`config.mk`:
```
export PLATFORM = sky130hd
export DESIGN_NAME = pci_config_space_decode
export DESIGN_NICKNAME = d
export VERILOG_FILES = /design/src/byte_merge.v /design/src/cfg_addr_decode.v /design/src/pci_config_space_decode.v
export VERILOG_INCLUDE_DIRS = /design/src /design/src/src
export SDC_FILE = /design/constraint.sdc
export NUM_CORES = 1
export LEC_CHECK = 0
export BUFFER_PORTS_ARGS = -buffer_cell sky130_fd_sc_hd__buf_4
export CAP_MARGIN = 20
export CORE_AREA = 2 2 102 104
export DETAILED_ROUTE_END_ITERATION = 10
export DIE_AREA = 0 0 104 106
export GPL_TIMING_DRIVEN = 0
export PLACE_DENSITY = 0.82
export SYNTH_ARGS = -nofsm -noshare
export SYNTH_HDL_FRONTEND = slang
export SYNTH_SLANG_ARGS = --single-unit
```
`constraint.sdc`:
```
create_clock -name clk -period 3.19 [get_ports clk]
set_clock_uncertainty 0.15 [all_clocks]
set_input_delay 0.4785 -clock clk [delete_from_list [all_inputs] [get_ports clk]]
set_output_delay 0.4785 -clock clk [all_outputs]
set_load 0.01 [all_outputs]
```
`src/cfg_space_consts.vh`:
```
// Offsets, field positions, reset values and decode constants of the configuration header
`ifndef CFG_SPACE_CONSTS_VH
`define CFG_SPACE_CONSTS_VH
// Doubleword indices within the 64-byte header
`define CFG_IDX_ID 4'h0
`define CFG_IDX_CMDSTAT 4'h1
`define CFG_IDX_CLASS 4'h2
`define CFG_IDX_HDR 4'h3
`define CFG_IDX_BAR0 4'h4
`define CFG_IDX_SUBSYS 4'h8
`define CFG_IDX_INTR 4'hF
// Header spans sixteen doublewords
`define CFG_HDR_DWORDS 5'h10
// Bus commands
`define CMD_CFG_READ 4'hA
`define CMD_CFG_WRITE 4'hB
`define CMD_MEM_READ 4'h6
`define CMD_MEM_WRITE 4'h7
// Function numbers
`define FUNC_VIDEO 3'h0
`define FUNC_AUDIO 3'h1
// Command register writable bits
`define CMD_RW_MASK 16'h0146
`define CMD_BIT_MEM 1
`define CMD_BIT_MASTER 2
// Status fixed bits: medium select timing, fast back-to-back
`define STAT_FIXED 16'h0280
`define STAT_W1C_MASK 16'hF900
// Fixed field values
`define CLASS_CODE 24'h040000
`define HDR_TYPE_MULTI 8'h80
`define BAR0_LOW 12'h008
`define MAX_LAT 7'h28
`define MIN_GNT 9'h010
`define INT_PIN 8'h01
`define RESET_ZERO32 32'h00000000
`endif

```
`src/byte_merge.v`:
```
// Byte-enable merge of write data into a stored doubleword
`timescale 1ns/1ps
`default_nettype none
module byte_merge (
    // Stored and incoming data
    input wire [31:0] old_value,
    input wire [31:0] wr_data,
    input wire [3:0] be_n,
    // Merged result
    output wire [31:0] merged
);
    // Active-low enables pick each lane
    assign merged = {be_n[3] ? old_value[31:24] : wr_data[31:24],
                     be_n[2] ? old_value[23:16] : wr_data[23:16],
                     be_n[1] ? old_value[15:8] : wr_data[15:8],
                     be_n[0] ? old_value[7:0] : wr_data[7:0]};
endmodule
`default_nettype wire

```
`src/cfg_addr_decode.v`:
```
// Configuration cycle claim and function select decode
`timescale 1ns/1ps
`default_nettype none
`include "cfg_space_consts.vh"
module cfg_addr_decode (
    // Address phase inputs
    input wire idsel,
    input wire [31:0] addr,
    input wire [3:0] cmd,
    // Decode results
    output wire is_cfg,
    output wire cfg_write,
    output wire func_video,
    output wire [3:0] dword_idx
);
    wire cmd_cfg;
    wire type0;
    wire func_ok;
    assign cmd_cfg = (cmd == `CMD_CFG_READ) || (cmd == `CMD_CFG_WRITE);
    // Type 0 only: low two address bits zero, else ignored
    assign type0 = idsel && (addr[1:0] == 2'h0);
    // Claim only functions 0 and 1
    assign func_ok = (addr[10:8] == `FUNC_VIDEO) || (addr[10:8] == `FUNC_AUDIO);
    assign is_cfg = cmd_cfg && type0 && func_ok;
    assign cfg_write = cmd[0];
    assign func_video = (addr[10:8] == `FUNC_VIDEO);
    // Register index from address bits 5..2; bits 7..6, outside the header, are not part of it
    assign dword_idx = addr[5:2];
endmodule
`default_nettype wire

```
`src/pci_config_space_decode.v`:
```
// Function 0 configuration header target logic
//
// What this block does
// - A cycle is a configuration access only with device select high and address bits 1:0 zero.
// - Address bits 10:8 give the function number and zero selects the video function here.
// - The device is multifunction with two separate spaces and function 0 reports video class.
// - Address bits 7:2 select the register and byte enables pick the bytes.
// - Burst configuration reads and writes step through consecutive doublewords.
// - Writes to reserved, unimplemented or read-only bits complete quietly and are dropped.
// - Reads of reserved or unimplemented locations return zero.
// - Registers exist only within the 64-byte header, held as doublewords.
// - CIS pointer, self-test, cache line size, ROM base and user areas read as zero.
// - Configuration accesses are answered at all times.
// - A one-byte register sits in the byte lane of its byte address, except MAX_LAT, held in bits 31:25 so lane 3 reads 8'h50 rather than 7'h28.
// - Read/write bits clear to zero on bus reset unless another default applies.
// - Write-one-to-clear status bits clear on a one and ignore a zero.
// - Read-only fields return their fixed value whatever is written.
// - Configuration and memory spaces are separate, both at zero, told apart by select and command.
// - A command field of zero leaves the device off the bus except for configuration cycles.
`timescale 1ns/1ps
`default_nettype none
`include "cfg_space_consts.vh"
module pci_config_space_decode #(
    parameter [15:0] DEVICE_ID = 16'h1234, // arbitrary value
    parameter [15:0] VENDOR_ID = 16'hABCD, // arbitrary value
    parameter [7:0] REVISION_ID = 8'h01 // arbitrary value
) (
    // Clock and reset
    input wire clk,
    input wire sys_rst,
    // Transaction from the bus interface (same clock)
    input wire frame_start,
    input wire idsel,
    input wire [31:0] addr,
    input wire [3:0] cmd,
    input wire data_valid,
    input wire last_data,
    input wire [31:0] wr_data,
    input wire [3:0] be_n,
    // Status events from the bus engine
    input wire evt_parity_err,
    input wire evt_serr,
    input wire evt_master_abort,
    input wire evt_target_abort_rcvd,
    input wire evt_target_abort_sig,
    input wire evt_data_parity,
    // Claim and read answer
    output reg cfg_claim,
    output reg audio_claim,
    output reg rd_valid,
    output reg [31:0] rd_data,
    // Control outputs
    output reg mem_space_en,
    output reg bus_master_en,
    output reg parity_resp_en,
    output reg serr_en,
    output reg mem_claim,
    output reg [19:0] bar0_base,
    output reg [7:0] latency_timer
);
    // Decode of the address phase
    wire dec_is_cfg;
    wire dec_write;
    wire dec_video;
    wire [3:0] dec_idx;
    wire [31:0] merged;
    wire [31:0] cur_word;
    wire cfg_hit;
    wire mem_hit;
    wire audio_hit;
    wire mem_cmd;
    wire rd_phase;
    wire data_wr;
    wire [4:0] start_idx;
    wire [4:0] next_idx;
    wire [31:0] en_lanes;
    // Write strobes of the writable doublewords
    wire wr_cmdstat;
    wire wr_hdr;
    wire wr_bar0;
    wire wr_subsys;
    wire wr_intr;
    // Status bits being cleared by software and set by bus events
    wire [15:0] w1c_clear;
    wire [15:0] w1c_set;
    // Transaction state
    reg active;
    reg is_write;
    reg [4:0] idx;
    // Registers
    reg [15:0] command;
    reg [15:0] status_w1c;
    reg [31:0] subsys;
    reg [7:0] int_line;
    reg [31:0] next_rd;
    reg [31:0] next_word;

    cfg_addr_decode u_dec (
        .idsel(idsel),
        .addr(addr),
        .cmd(cmd),
        .is_cfg(dec_is_cfg),
        .cfg_write(dec_write),
        .func_video(dec_video),
        .dword_idx(dec_idx)
    );

    byte_merge u_merge (
        .old_value(cur_word),
        .wr_data(wr_data),
        .be_n(be_n),
        .merged(merged)
    );

    // Video function claims; config decode never gated by command
    assign cfg_hit = frame_start && dec_is_cfg && dec_video;
    // Function 1 cycles are flagged for the separate audio header
    assign audio_hit = frame_start && dec_is_cfg && !dec_video;
    // Memory space kept apart by command and no select
    assign mem_cmd = (cmd == `CMD_MEM_READ) || (cmd == `CMD_MEM_WRITE);
    assign mem_hit = frame_start && !idsel && mem_cmd
        && command[`CMD_BIT_MEM] && (addr[31:12] == bar0_base);
    // Bits 7:6 kept so offsets past the header never alias onto it
    assign start_idx = {|addr[7:6], dec_idx};
    // Burst index saturates past the header rather than wrapping to zero
    assign next_idx = (idx == 5'h1F) ? idx : idx + 5'h01;
    // Data phases of a claimed read and of a claimed write
    assign rd_phase = active && data_valid && !is_write;
    assign data_wr = active && data_valid && is_write;

    // Read-back value of a header doubleword
    function [31:0] read_word;
        input [4:0] i;
        begin
            // Beyond the header nothing is implemented
            if (i >= `CFG_HDR_DWORDS) begin
                read_word = `RESET_ZERO32;
            end else begin
                case (i[3:0])
                    `CFG_IDX_ID: read_word = {DEVICE_ID, VENDOR_ID};
                    `CFG_IDX_CMDSTAT: read_word = {status_w1c | `STAT_FIXED, command};
                    // Video class code for function 0
                    `CFG_IDX_CLASS: read_word = {`CLASS_CODE, REVISION_ID};
                    // Header type in lane 2, latency in lane 1
                    `CFG_IDX_HDR: read_word = {8'h00, `HDR_TYPE_MULTI, latency_timer, 8'h00};
                    `CFG_IDX_BAR0: read_word = {bar0_base, `BAR0_LOW};
                    `CFG_IDX_SUBSYS: read_word = subsys;
                    `CFG_IDX_INTR: read_word = {`MAX_LAT, `MIN_GNT, `INT_PIN, int_line};
                    // Reserved and unsupported locations read zero
                    default: read_word = `RESET_ZERO32;
                endcase
            end
        end
    endfunction

    assign cur_word = read_word(idx);

    // Lanes enabled by the active-low byte strobes, as a bit mask
    function [31:0] lane_mask;
        input [3:0] strobes_n;
        begin
            lane_mask = {{8{~strobes_n[3]}}, {8{~strobes_n[2]}},
                {8{~strobes_n[1]}}, {8{~strobes_n[0]}}};
        end
    endfunction

    // Write phase aimed at one header doubleword; other offsets get no strobe,
    // so such writes complete with their data dropped
    function dword_write;
        input wr_phase;
        input [4:0] at;
        input [3:0] target;
        begin
            dword_write = wr_phase && (at == {1'b0, target});
        end
    endfunction

    // Lane mask and per-register write strobes
    assign en_lanes = lane_mask(be_n);
    assign wr_cmdstat = dword_write(data_wr, idx, `CFG_IDX_CMDSTAT);
    assign wr_hdr = dword_write(data_wr, idx, `CFG_IDX_HDR);
    assign wr_bar0 = dword_write(data_wr, idx, `CFG_IDX_BAR0);
    assign wr_subsys = dword_write(data_wr, idx, `CFG_IDX_SUBSYS);
    assign wr_intr = dword_write(data_wr, idx, `CFG_IDX_INTR);

    // Only enabled lanes clear, and a zero leaves its bit alone
    assign w1c_clear = wr_cmdstat ? (wr_data[31:16] & en_lanes[31:16] & `STAT_W1C_MASK)
        : 16'h0000;
    // Error and abort events; two of them only when their enable is set
    assign w1c_set = {evt_parity_err, evt_serr && serr_en, evt_master_abort,
        evt_target_abort_rcvd, evt_target_abort_sig, 2'b00,
        evt_data_parity && parity_resp_en, 8'h00};

    // Disabled lanes read back as zero so stale bits never reach the bus
    always @* begin
        next_rd = cur_word & en_lanes;
        next_word = merged;
    end

    // Transaction tracking and burst stepping
    always @(posedge clk) begin
        if (sys_rst) begin
            active <= 1'b0;
            is_write <= 1'b0;
            idx <= 5'h00;
            cfg_claim <= 1'b0;
            audio_claim <= 1'b0;
            mem_claim <= 1'b0;
            rd_valid <= 1'b0;
            rd_data <= `RESET_ZERO32;
        end else begin
            cfg_claim <= cfg_hit;
            // Function 1 lives in a separate block
            audio_claim <= audio_hit;
            mem_claim <= mem_hit;
            rd_valid <= rd_phase;
            rd_data <= rd_phase ? next_rd : `RESET_ZERO32;
            if (cfg_hit) begin
                active <= 1'b1;
                is_write <= dec_write;
                idx <= start_idx;
            end else if (active && data_valid) begin
                // Next doubleword in a burst
                idx <= next_idx;
                if (last_data) begin
                    active <= 1'b0;
                end
            end
        end
    end

    // Command bits only; read-only bits of the word are simply not stored
    always @(posedge clk) begin
        if (sys_rst) begin
            command <= 16'h0000;
        end else if (wr_cmdstat) begin
            command <= next_word[15:0] & `CMD_RW_MASK;
        end
    end

    // Status record; an event in the same cycle as its clear wins
    always @(posedge clk) begin
        if (sys_rst) begin
            status_w1c <= 16'h0000;
        end else begin
            // Clear first, then set, so a fresh event is never lost
            status_w1c <= (status_w1c & ~w1c_clear) | w1c_set;
        end
    end

    // Latency timer byte in lane 1 of its doubleword
    // Header type beside it is fixed and ignores the write
    always @(posedge clk) begin
        if (sys_rst) begin
            latency_timer <= 8'h00;
        end else if (wr_hdr) begin
            latency_timer <= next_word[15:8];
        end
    end

    // Memory base; the low twelve bits are fixed, a write to them is dropped
    always @(posedge clk) begin
        if (sys_rst) begin
            bar0_base <= 20'h00000;
        end else if (wr_bar0) begin
            bar0_base <= next_word[31:12];
        end
    end

    // Subsystem identifiers, writable at any time
    always @(posedge clk) begin
        if (sys_rst) begin
            subsys <= `RESET_ZERO32;
        end else if (wr_subsys) begin
            subsys <= next_word;
        end
    end

    // Interrupt line byte in lane 0
    // Pin, grant and latency fields beside it are fixed
    always @(posedge clk) begin
        if (sys_rst) begin
            int_line <= 8'h00;
        end else if (wr_intr) begin
            int_line <= next_word[7:0];
        end
    end

    // Enables presented from the command register
    always @(posedge clk) begin
        if (sys_rst) begin
            mem_space_en <= 1'b0;
            bus_master_en <= 1'b0;
            parity_resp_en <= 1'b0;
            serr_en <= 1'b0;
        end else begin
            // Zero command detaches all but config decode
            mem_space_en <= command[`CMD_BIT_MEM];
            bus_master_en <= command[`CMD_BIT_MASTER];
            // Error reporting enables gate two of the status events
            parity_resp_en <= command[6];
            serr_en <= command[8];
        end
    end
endmodule
`default_nettype wire

```
Word-level counts from Yosys, hierarchy flattened --
Cells that the tools add are included. Widths: inputs -> output; s select.
Storage, ports and cells: register bits after elaboration 135
Cells by class: reductions and logical operators 35, bitwise operators 10, order comparisons 1, equality and inequality tests 19, add/subtract/negate cells 1, multiplexer cells 13
Operators with widths (number):
- $pmux 32 s7 | 1
- $and 16x16->16 | 2
- $and 32x32->32 | 1
- $mux 32 | 1
- $mux 8 | 4
- $eq 20x20->1 | 1
- $logic_and 1x1->1 | 20
- $eq 4x4->1 const B | 4
- $mux 16 | 1
- $not 16->16 | 1
- $or 16x16->16 | 1
- $mux 5 | 3
- $eq 4x3->1 const B | 3
- $eq 5x4->1 const B | 2
- $eq 4x2->1 const B | 2
- $add 5x1->5 const B | 1
- $eq 5x1->1 const B | 1
- $eq 5x2->1 const B | 1
- $eq 5x3->1 const B | 1
- $eq 5x5->1 const B | 1
- $ge 5x5->1 const B | 1
- $not 1->1 | 5
- $eq 4x1->1 const B | 1
- $logic_not 4->1 | 1
- 10 further kinds | 19

Depth between registers and ports, before layout --
depth in word-level cells 8, mapped depth 11

Hierarchy --
From an unflattened synthesis, not the netlist that was laid out.
Second synthesis, totals: cell total of the unflattened synthesis 681, area, all modules 5934.4 um^2
Modules (own cells, without submodules):
- pci_config_space_decode | instances 1, area an instance 5340.1 um^2, cells each 636
- byte_merge | instances 1, area an instance 525.5 um^2, cells each 36
- cfg_addr_decode | instances 1, area an instance 68.8 um^2, cells each 9

Worst setup path after synthesis --
Ideal clock, no wire load.
path kind register to register, start reg idx[0], end reg idx[3], path buffers 3, stages on the path, launching flop included 12, data required time 2.912 ns, data arrival time 1.918 ns, setup slack 0.994 ns, period minus slack after synthesis 2.196 ns, cell sequence dfxtp_1 > ha_1 > buf_4 > and3_1 > buf_2 > ha_1 > and3b_1 > clkbuf_1 > nand4_1 > xnor2_1 > mux2i_1 > nor2_1
On the way: cells in the longest elaborated chain, start to end 4, elaborated cells between the ends (all ways) 7
RTL lines:
- start: declaration | RTL line pci_config_space_decode.v:89 | reg [4:0] idx;
- start signal: assignment | RTL line pci_config_space_decode.v:221 | idx <= start_idx;
- start signal: assignment | RTL line pci_config_space_decode.v:224 | idx <= next_idx;
- $add 5x1->5 | RTL line pci_config_space_decode.v:126 | assign next_idx = (idx == 5'h1F) ? idx : idx + 5'h01;
- $mux 5 | RTL line pci_config_space_decode.v:126
- $mux 5 | RTL line pci_config_space_decode.v:222 | end else if (active && data_valid) begin
- $mux 5 | RTL line pci_config_space_decode.v:218 | if (cfg_hit) begin
Parallel ways exist; a longest one is shown, timed or not. The select of a mux whose other input is x is not followed. A chain may end at the register's enable or synchronous reset.

Worst setup path after layout --
start reg idx[0], end reg subsys[7]
On the way: cells in the longest elaborated chain, start to end 4, elaborated cells between the ends (all ways) 13
RTL lines:
- $eq 4x4->1 (tied with other cells) | RTL line pci_config_space_decode.v:139 | case (i[3:0])
- $pmux 32 s7 | RTL line pci_config_space_decode.v:139
- $mux 32 | RTL line pci_config_space_decode.v:136 | if (i >= `CFG_HDR_DWORDS) begin
- $mux 8 | RTL line byte_merge.v:16 | be_n[0] ? old_value[7:0] : wr_data[7:0]};
- end signal: assignment | RTL line pci_config_space_decode.v:273 | subsys <= `RESET_ZERO32;
- end signal: assignment | RTL line pci_config_space_decode.v:275 | subsys <= next_word;
- end: declaration | RTL line pci_config_space_decode.v:93 | reg [31:0] subsys;
Parallel ways exist; a longest one is shown, timed or not.

==> impl_metrics.env <==
export IMPL_globalRoute_totalOverflow=0
export IMPL_dpl_cell_area_mm2=0.00688
export IMPL_grt_first_pass_wirelength_mm=30.2
export IMPL_final_period_minus_worst_setup_slack_ps=2770
export IMPL_totalNegativeSetupSlack_ps=0
export IMPL_clockRootBuffer="sky130_fd_sc_hd__clkbuf_8"
export IMPL_dp_hpwl_mm=13.9
export IMPL_wire_length_per_cell_um=20.2
export IMPL_p_leak_nw=3.03
export IMPL_routed_via_density=6.12
export IMPL_fmax_mhz=361
export IMPL_cts_bufs_inserted=17
export IMPL_number_of_diodes=0
export IMPL_ctsResizeCount=0
export IMPL_power_density_mw_per_mm2=492
export IMPL_most_common_layout_cells="sky130_fd_sc_hd__buf_4 (151), sky130_fd_sc_hd__dfxtp_1 (125), sky130_fd_sc_hd__nor2_1 (104)"
export IMPL_place_gp_congestion=0.904
export IMPL_timing_final_max_slew_violations=0
export IMPL_postSynthRegisterBits=125
export IMPL_via_count=5884
export IMPL_min_delay_path_class="in2reg"
export IMPL_postSynth_asyncResetShare_pct=0
export IMPL_path_clk_slew_ps=60
export IMPL_setup_viol=0
export IMPL_share_of_synthesized_area_occupied_by_flip_flops_and_latches_pct=44.8
export IMPL_library_cells_used_by_synthesis=48
export IMPL_worst_r2r_startpoint="idx[0]$_SDFFE_PP0P_"
export IMPL_via_count_of_the_first_global_routing_pass=5740
export IMPL_yosys_warnings=0
export IMPL_layout_worst_path_cycle_share_pct=86.9
export IMPL_globalRouteTotalUtil_pct=35.2
export IMPL_final_common_cell="sky130_fd_sc_hd__buf_4"
export IMPL_critical_path_endpoint_category="flop"
export IMPL_fp_dieH_um=106
export IMPL_placedCellCount=929
export IMPL_synthCells=643
export IMPL_worstPathArrival_ps=2970
export IMPL_floorplan_initialDensity_pct=55.8
export IMPL_antenna_violation_net_count_after_detailed_routing=0
export IMPL_setup_worst_path_start_class="flop"
export IMPL_core_area_mm2=0.0100
export IMPL_holdBufCountCts=0
export IMPL_avgSynthCellArea_um2=8.68
export IMPL_worst_slew_margin_rel_pct=45.2
export IMPL_max_vdd_ir_drop_uv=372
export IMPL_cts_tree="done"
export IMPL_final_cell_area_excluding_filler_cells_mm2=0.00746
export IMPL_mappedNetlistNets=733
export IMPL_synth_area_top_cells="sky130_fd_sc_hd__dfxtp_1 (45%), sky130_fd_sc_hd__nor2_1 (7.0%), sky130_fd_sc_hd__a311oi_1 (4.6%)"
export IMPL_initialDrtViolationCount=556
export IMPL_synth_ff_type="sky130_fd_sc_hd__dfxtp_1"
export IMPL_synth_edf_count=0
export IMPL_row_count=37
export IMPL_critical_path_peak_fanout=10
export IMPL_required_ps=3390
export IMPL_cts_root_to_sink_buffers=2
export IMPL_rsz0062_at_grt="no"
export IMPL_worst_slew_pin_slew_ps=821
export IMPL_boundary_pins=152
export IMPL_fin_cells=961
export IMPL_clkLatencyLatePin_ps=520
export IMPL_cts_max_level=4
export IMPL_cts_setup_buffers=0
export IMPL_antenna_found_initial=0
export IMPL_die_width_um=104
export IMPL_syn_area_mm2=0.00558
export IMPL_pin_count_of_the_biggest_net_entering_global_routing=17
export IMPL_crit_path_start="idx[0]$_SDFFE_PP0P_"
export IMPL_routed_wl_mm=19.4
export IMPL_outcome="finished clean"
export IMPL_dieArea_mm2=0.0110
export IMPL_area_growth_syn_to_layout_pct=33.7
export IMPL_number_of_buffer_cells_added_on_primary_ports=150
export IMPL_post_synth_top_area_fraction_pct=44.8
export IMPL_number_of_hold_violations_in_the_final_report=0
export IMPL_synth_area_leader_cell="sky130_fd_sc_hd__dfxtp_1"
export IMPL_drt_first_pass_iters=6
export IMPL_timing_max_cap_violations=0
export IMPL_critPathKind="reg2reg"
export IMPL_cts_sinks=125
export IMPL_share_of_layout_cells_above_drive_strength_1_pct=25.3
export IMPL_drt_drc_violations_left=0
export IMPL_worstHoldStart="evt_master_abort"
export IMPL_nNetsFinal=902
-- critical path, stage by stage, from the launching register on --
cell and delay (ps):
sky130_fd_sc_hd__dfxtp_1 340, sky130_fd_sc_hd__inv_1 130, sky130_fd_sc_hd__ha_1 220, sky130_fd_sc_hd__and3b_1 170
sky130_fd_sc_hd__clkbuf_1 350, sky130_fd_sc_hd__and2_1 210, sky130_fd_sc_hd__buf_2 280, sky130_fd_sc_hd__buf_1 530
sky130_fd_sc_hd__a311oi_1 210
-- cell families (layout without fill, tap and decap cells) --
group | Yosys count | count (layout) | synth area share, %
AND/OR/NAND/NOR | 259 | 259 | 22.7
AO/OA/AOI/OAI | 152 | 152 | 19.7
flip-flops | 125 | 125 | 44.8
buffers and inverters | 61 | 243 | 4.73
XOR/XNOR | 23 | 23 | 3.61
multiplexers | 17 | 17 | 3.05
adder cells (fa/ha/maj) | 6 | 6 | 1.35
-- cell type report --
| class | instances | area, µm² |
|---|---|---|
| clock inverter | 14 | 156 |
| tap | 136 | 170 |
| multi-input combinational | 457 | 2810 |
| sequential | 125 | 2500 |
| buffer | 49 | 219 |
| fill | 770 | 2540 |
| clock buffer | 18 | 428 |
| timing repair buffer | 150 | 1130 |
| inverter | 12 | 45.0 |
-- routing by layer --
metal | track usage (%) | wire (µm)
met1 | 44.1 | 7700
met5 | 0 | 0
met3 | 8.83 | 1930
met4 | 14.3 | 590
met2 | 58.4 | 9210
-- metrics by stage --
stage                     util, %  setup WS (ps)  power, W  hold slack (ps)
after detailed placement     68.8            448   0.00179              330
after global routing         74.6            290   0.00375             14.0
after floorplan                 -            994   0.00167              302
final                        74.6            418   0.00367             12.2
after CTS                    74.6            498   0.00366             14.1
after global placement       68.8            583   0.00178              317
-- path summary, 6_finish.rpt --
kind | end | slack, ps | cells after the start
max reg2reg | subsys[7]$_SDFFE_PP0P_ | 420 | 8
min reg2reg | status_w1c[12]$_SDFF_PP0_ | 340 | 2
min | status_w1c[13]$_SDFF_PP0_ | 10 | 3
max | subsys[7]$_SDFFE_PP0P_ | 420 | 8
-- sequential cells by signal, indices dropped and copies added (netlist names), 4 cells and up --
register,cells
idx,5
latency_timer,8
int_line,8
rd_data,32
subsys,32
command,4
status_w1c,6
bar0_base,20
-- report_power, final --
group / switching, W / internal, W / total [W]
clock network: 0.000767 / 0.00115 / 0.00191
registers: 0.00000214 / 0.00156 / 0.00157
logic: 0.0000959 / 0.0000950 / 0.000191
-- cells in the mapped netlist, types with 2 or more instances --
master / number
sky130_fd_sc_hd__a211oi_1: 23
sky130_fd_sc_hd__a21oi_1: 20
sky130_fd_sc_hd__a221oi_1: 3
sky130_fd_sc_hd__a22o_1: 7
sky130_fd_sc_hd__a22oi_1: 11
sky130_fd_sc_hd__a311oi_1: 29
sky130_fd_sc_hd__a31o_2: 2
sky130_fd_sc_hd__a31oi_1: 5
sky130_fd_sc_hd__a32oi_1: 5
sky130_fd_sc_hd__and2_1: 4
sky130_fd_sc_hd__and3_1: 10
sky130_fd_sc_hd__and3b_1: 2
sky130_fd_sc_hd__and4_1: 5
sky130_fd_sc_hd__buf_1: 3
sky130_fd_sc_hd__buf_2: 19
sky130_fd_sc_hd__clkbuf_1: 25
sky130_fd_sc_hd__dfxtp_1: 125
sky130_fd_sc_hd__ha_1: 6
sky130_fd_sc_hd__inv_1: 12
sky130_fd_sc_hd__mux2i_1: 17
sky130_fd_sc_hd__nand2_1: 43
sky130_fd_sc_hd__nand2b_1: 10
sky130_fd_sc_hd__nand3_1: 15
sky130_fd_sc_hd__nand3b_1: 3
sky130_fd_sc_hd__nand4_1: 8
sky130_fd_sc_hd__nor2_1: 104
sky130_fd_sc_hd__nor2b_1: 24
sky130_fd_sc_hd__nor3_1: 13
sky130_fd_sc_hd__nor3b_1: 3
sky130_fd_sc_hd__nor3b_2: 2
sky130_fd_sc_hd__nor4_1: 6
sky130_fd_sc_hd__o21ai_0: 20
sky130_fd_sc_hd__o21bai_1: 2
sky130_fd_sc_hd__o22ai_1: 14
sky130_fd_sc_hd__o2bb2ai_1: 2
sky130_fd_sc_hd__o31a_1: 5
sky130_fd_sc_hd__or3_1: 4
sky130_fd_sc_hd__xnor2_1: 7
sky130_fd_sc_hd__xor2_1: 16
(Power assumes the default switching activity.)
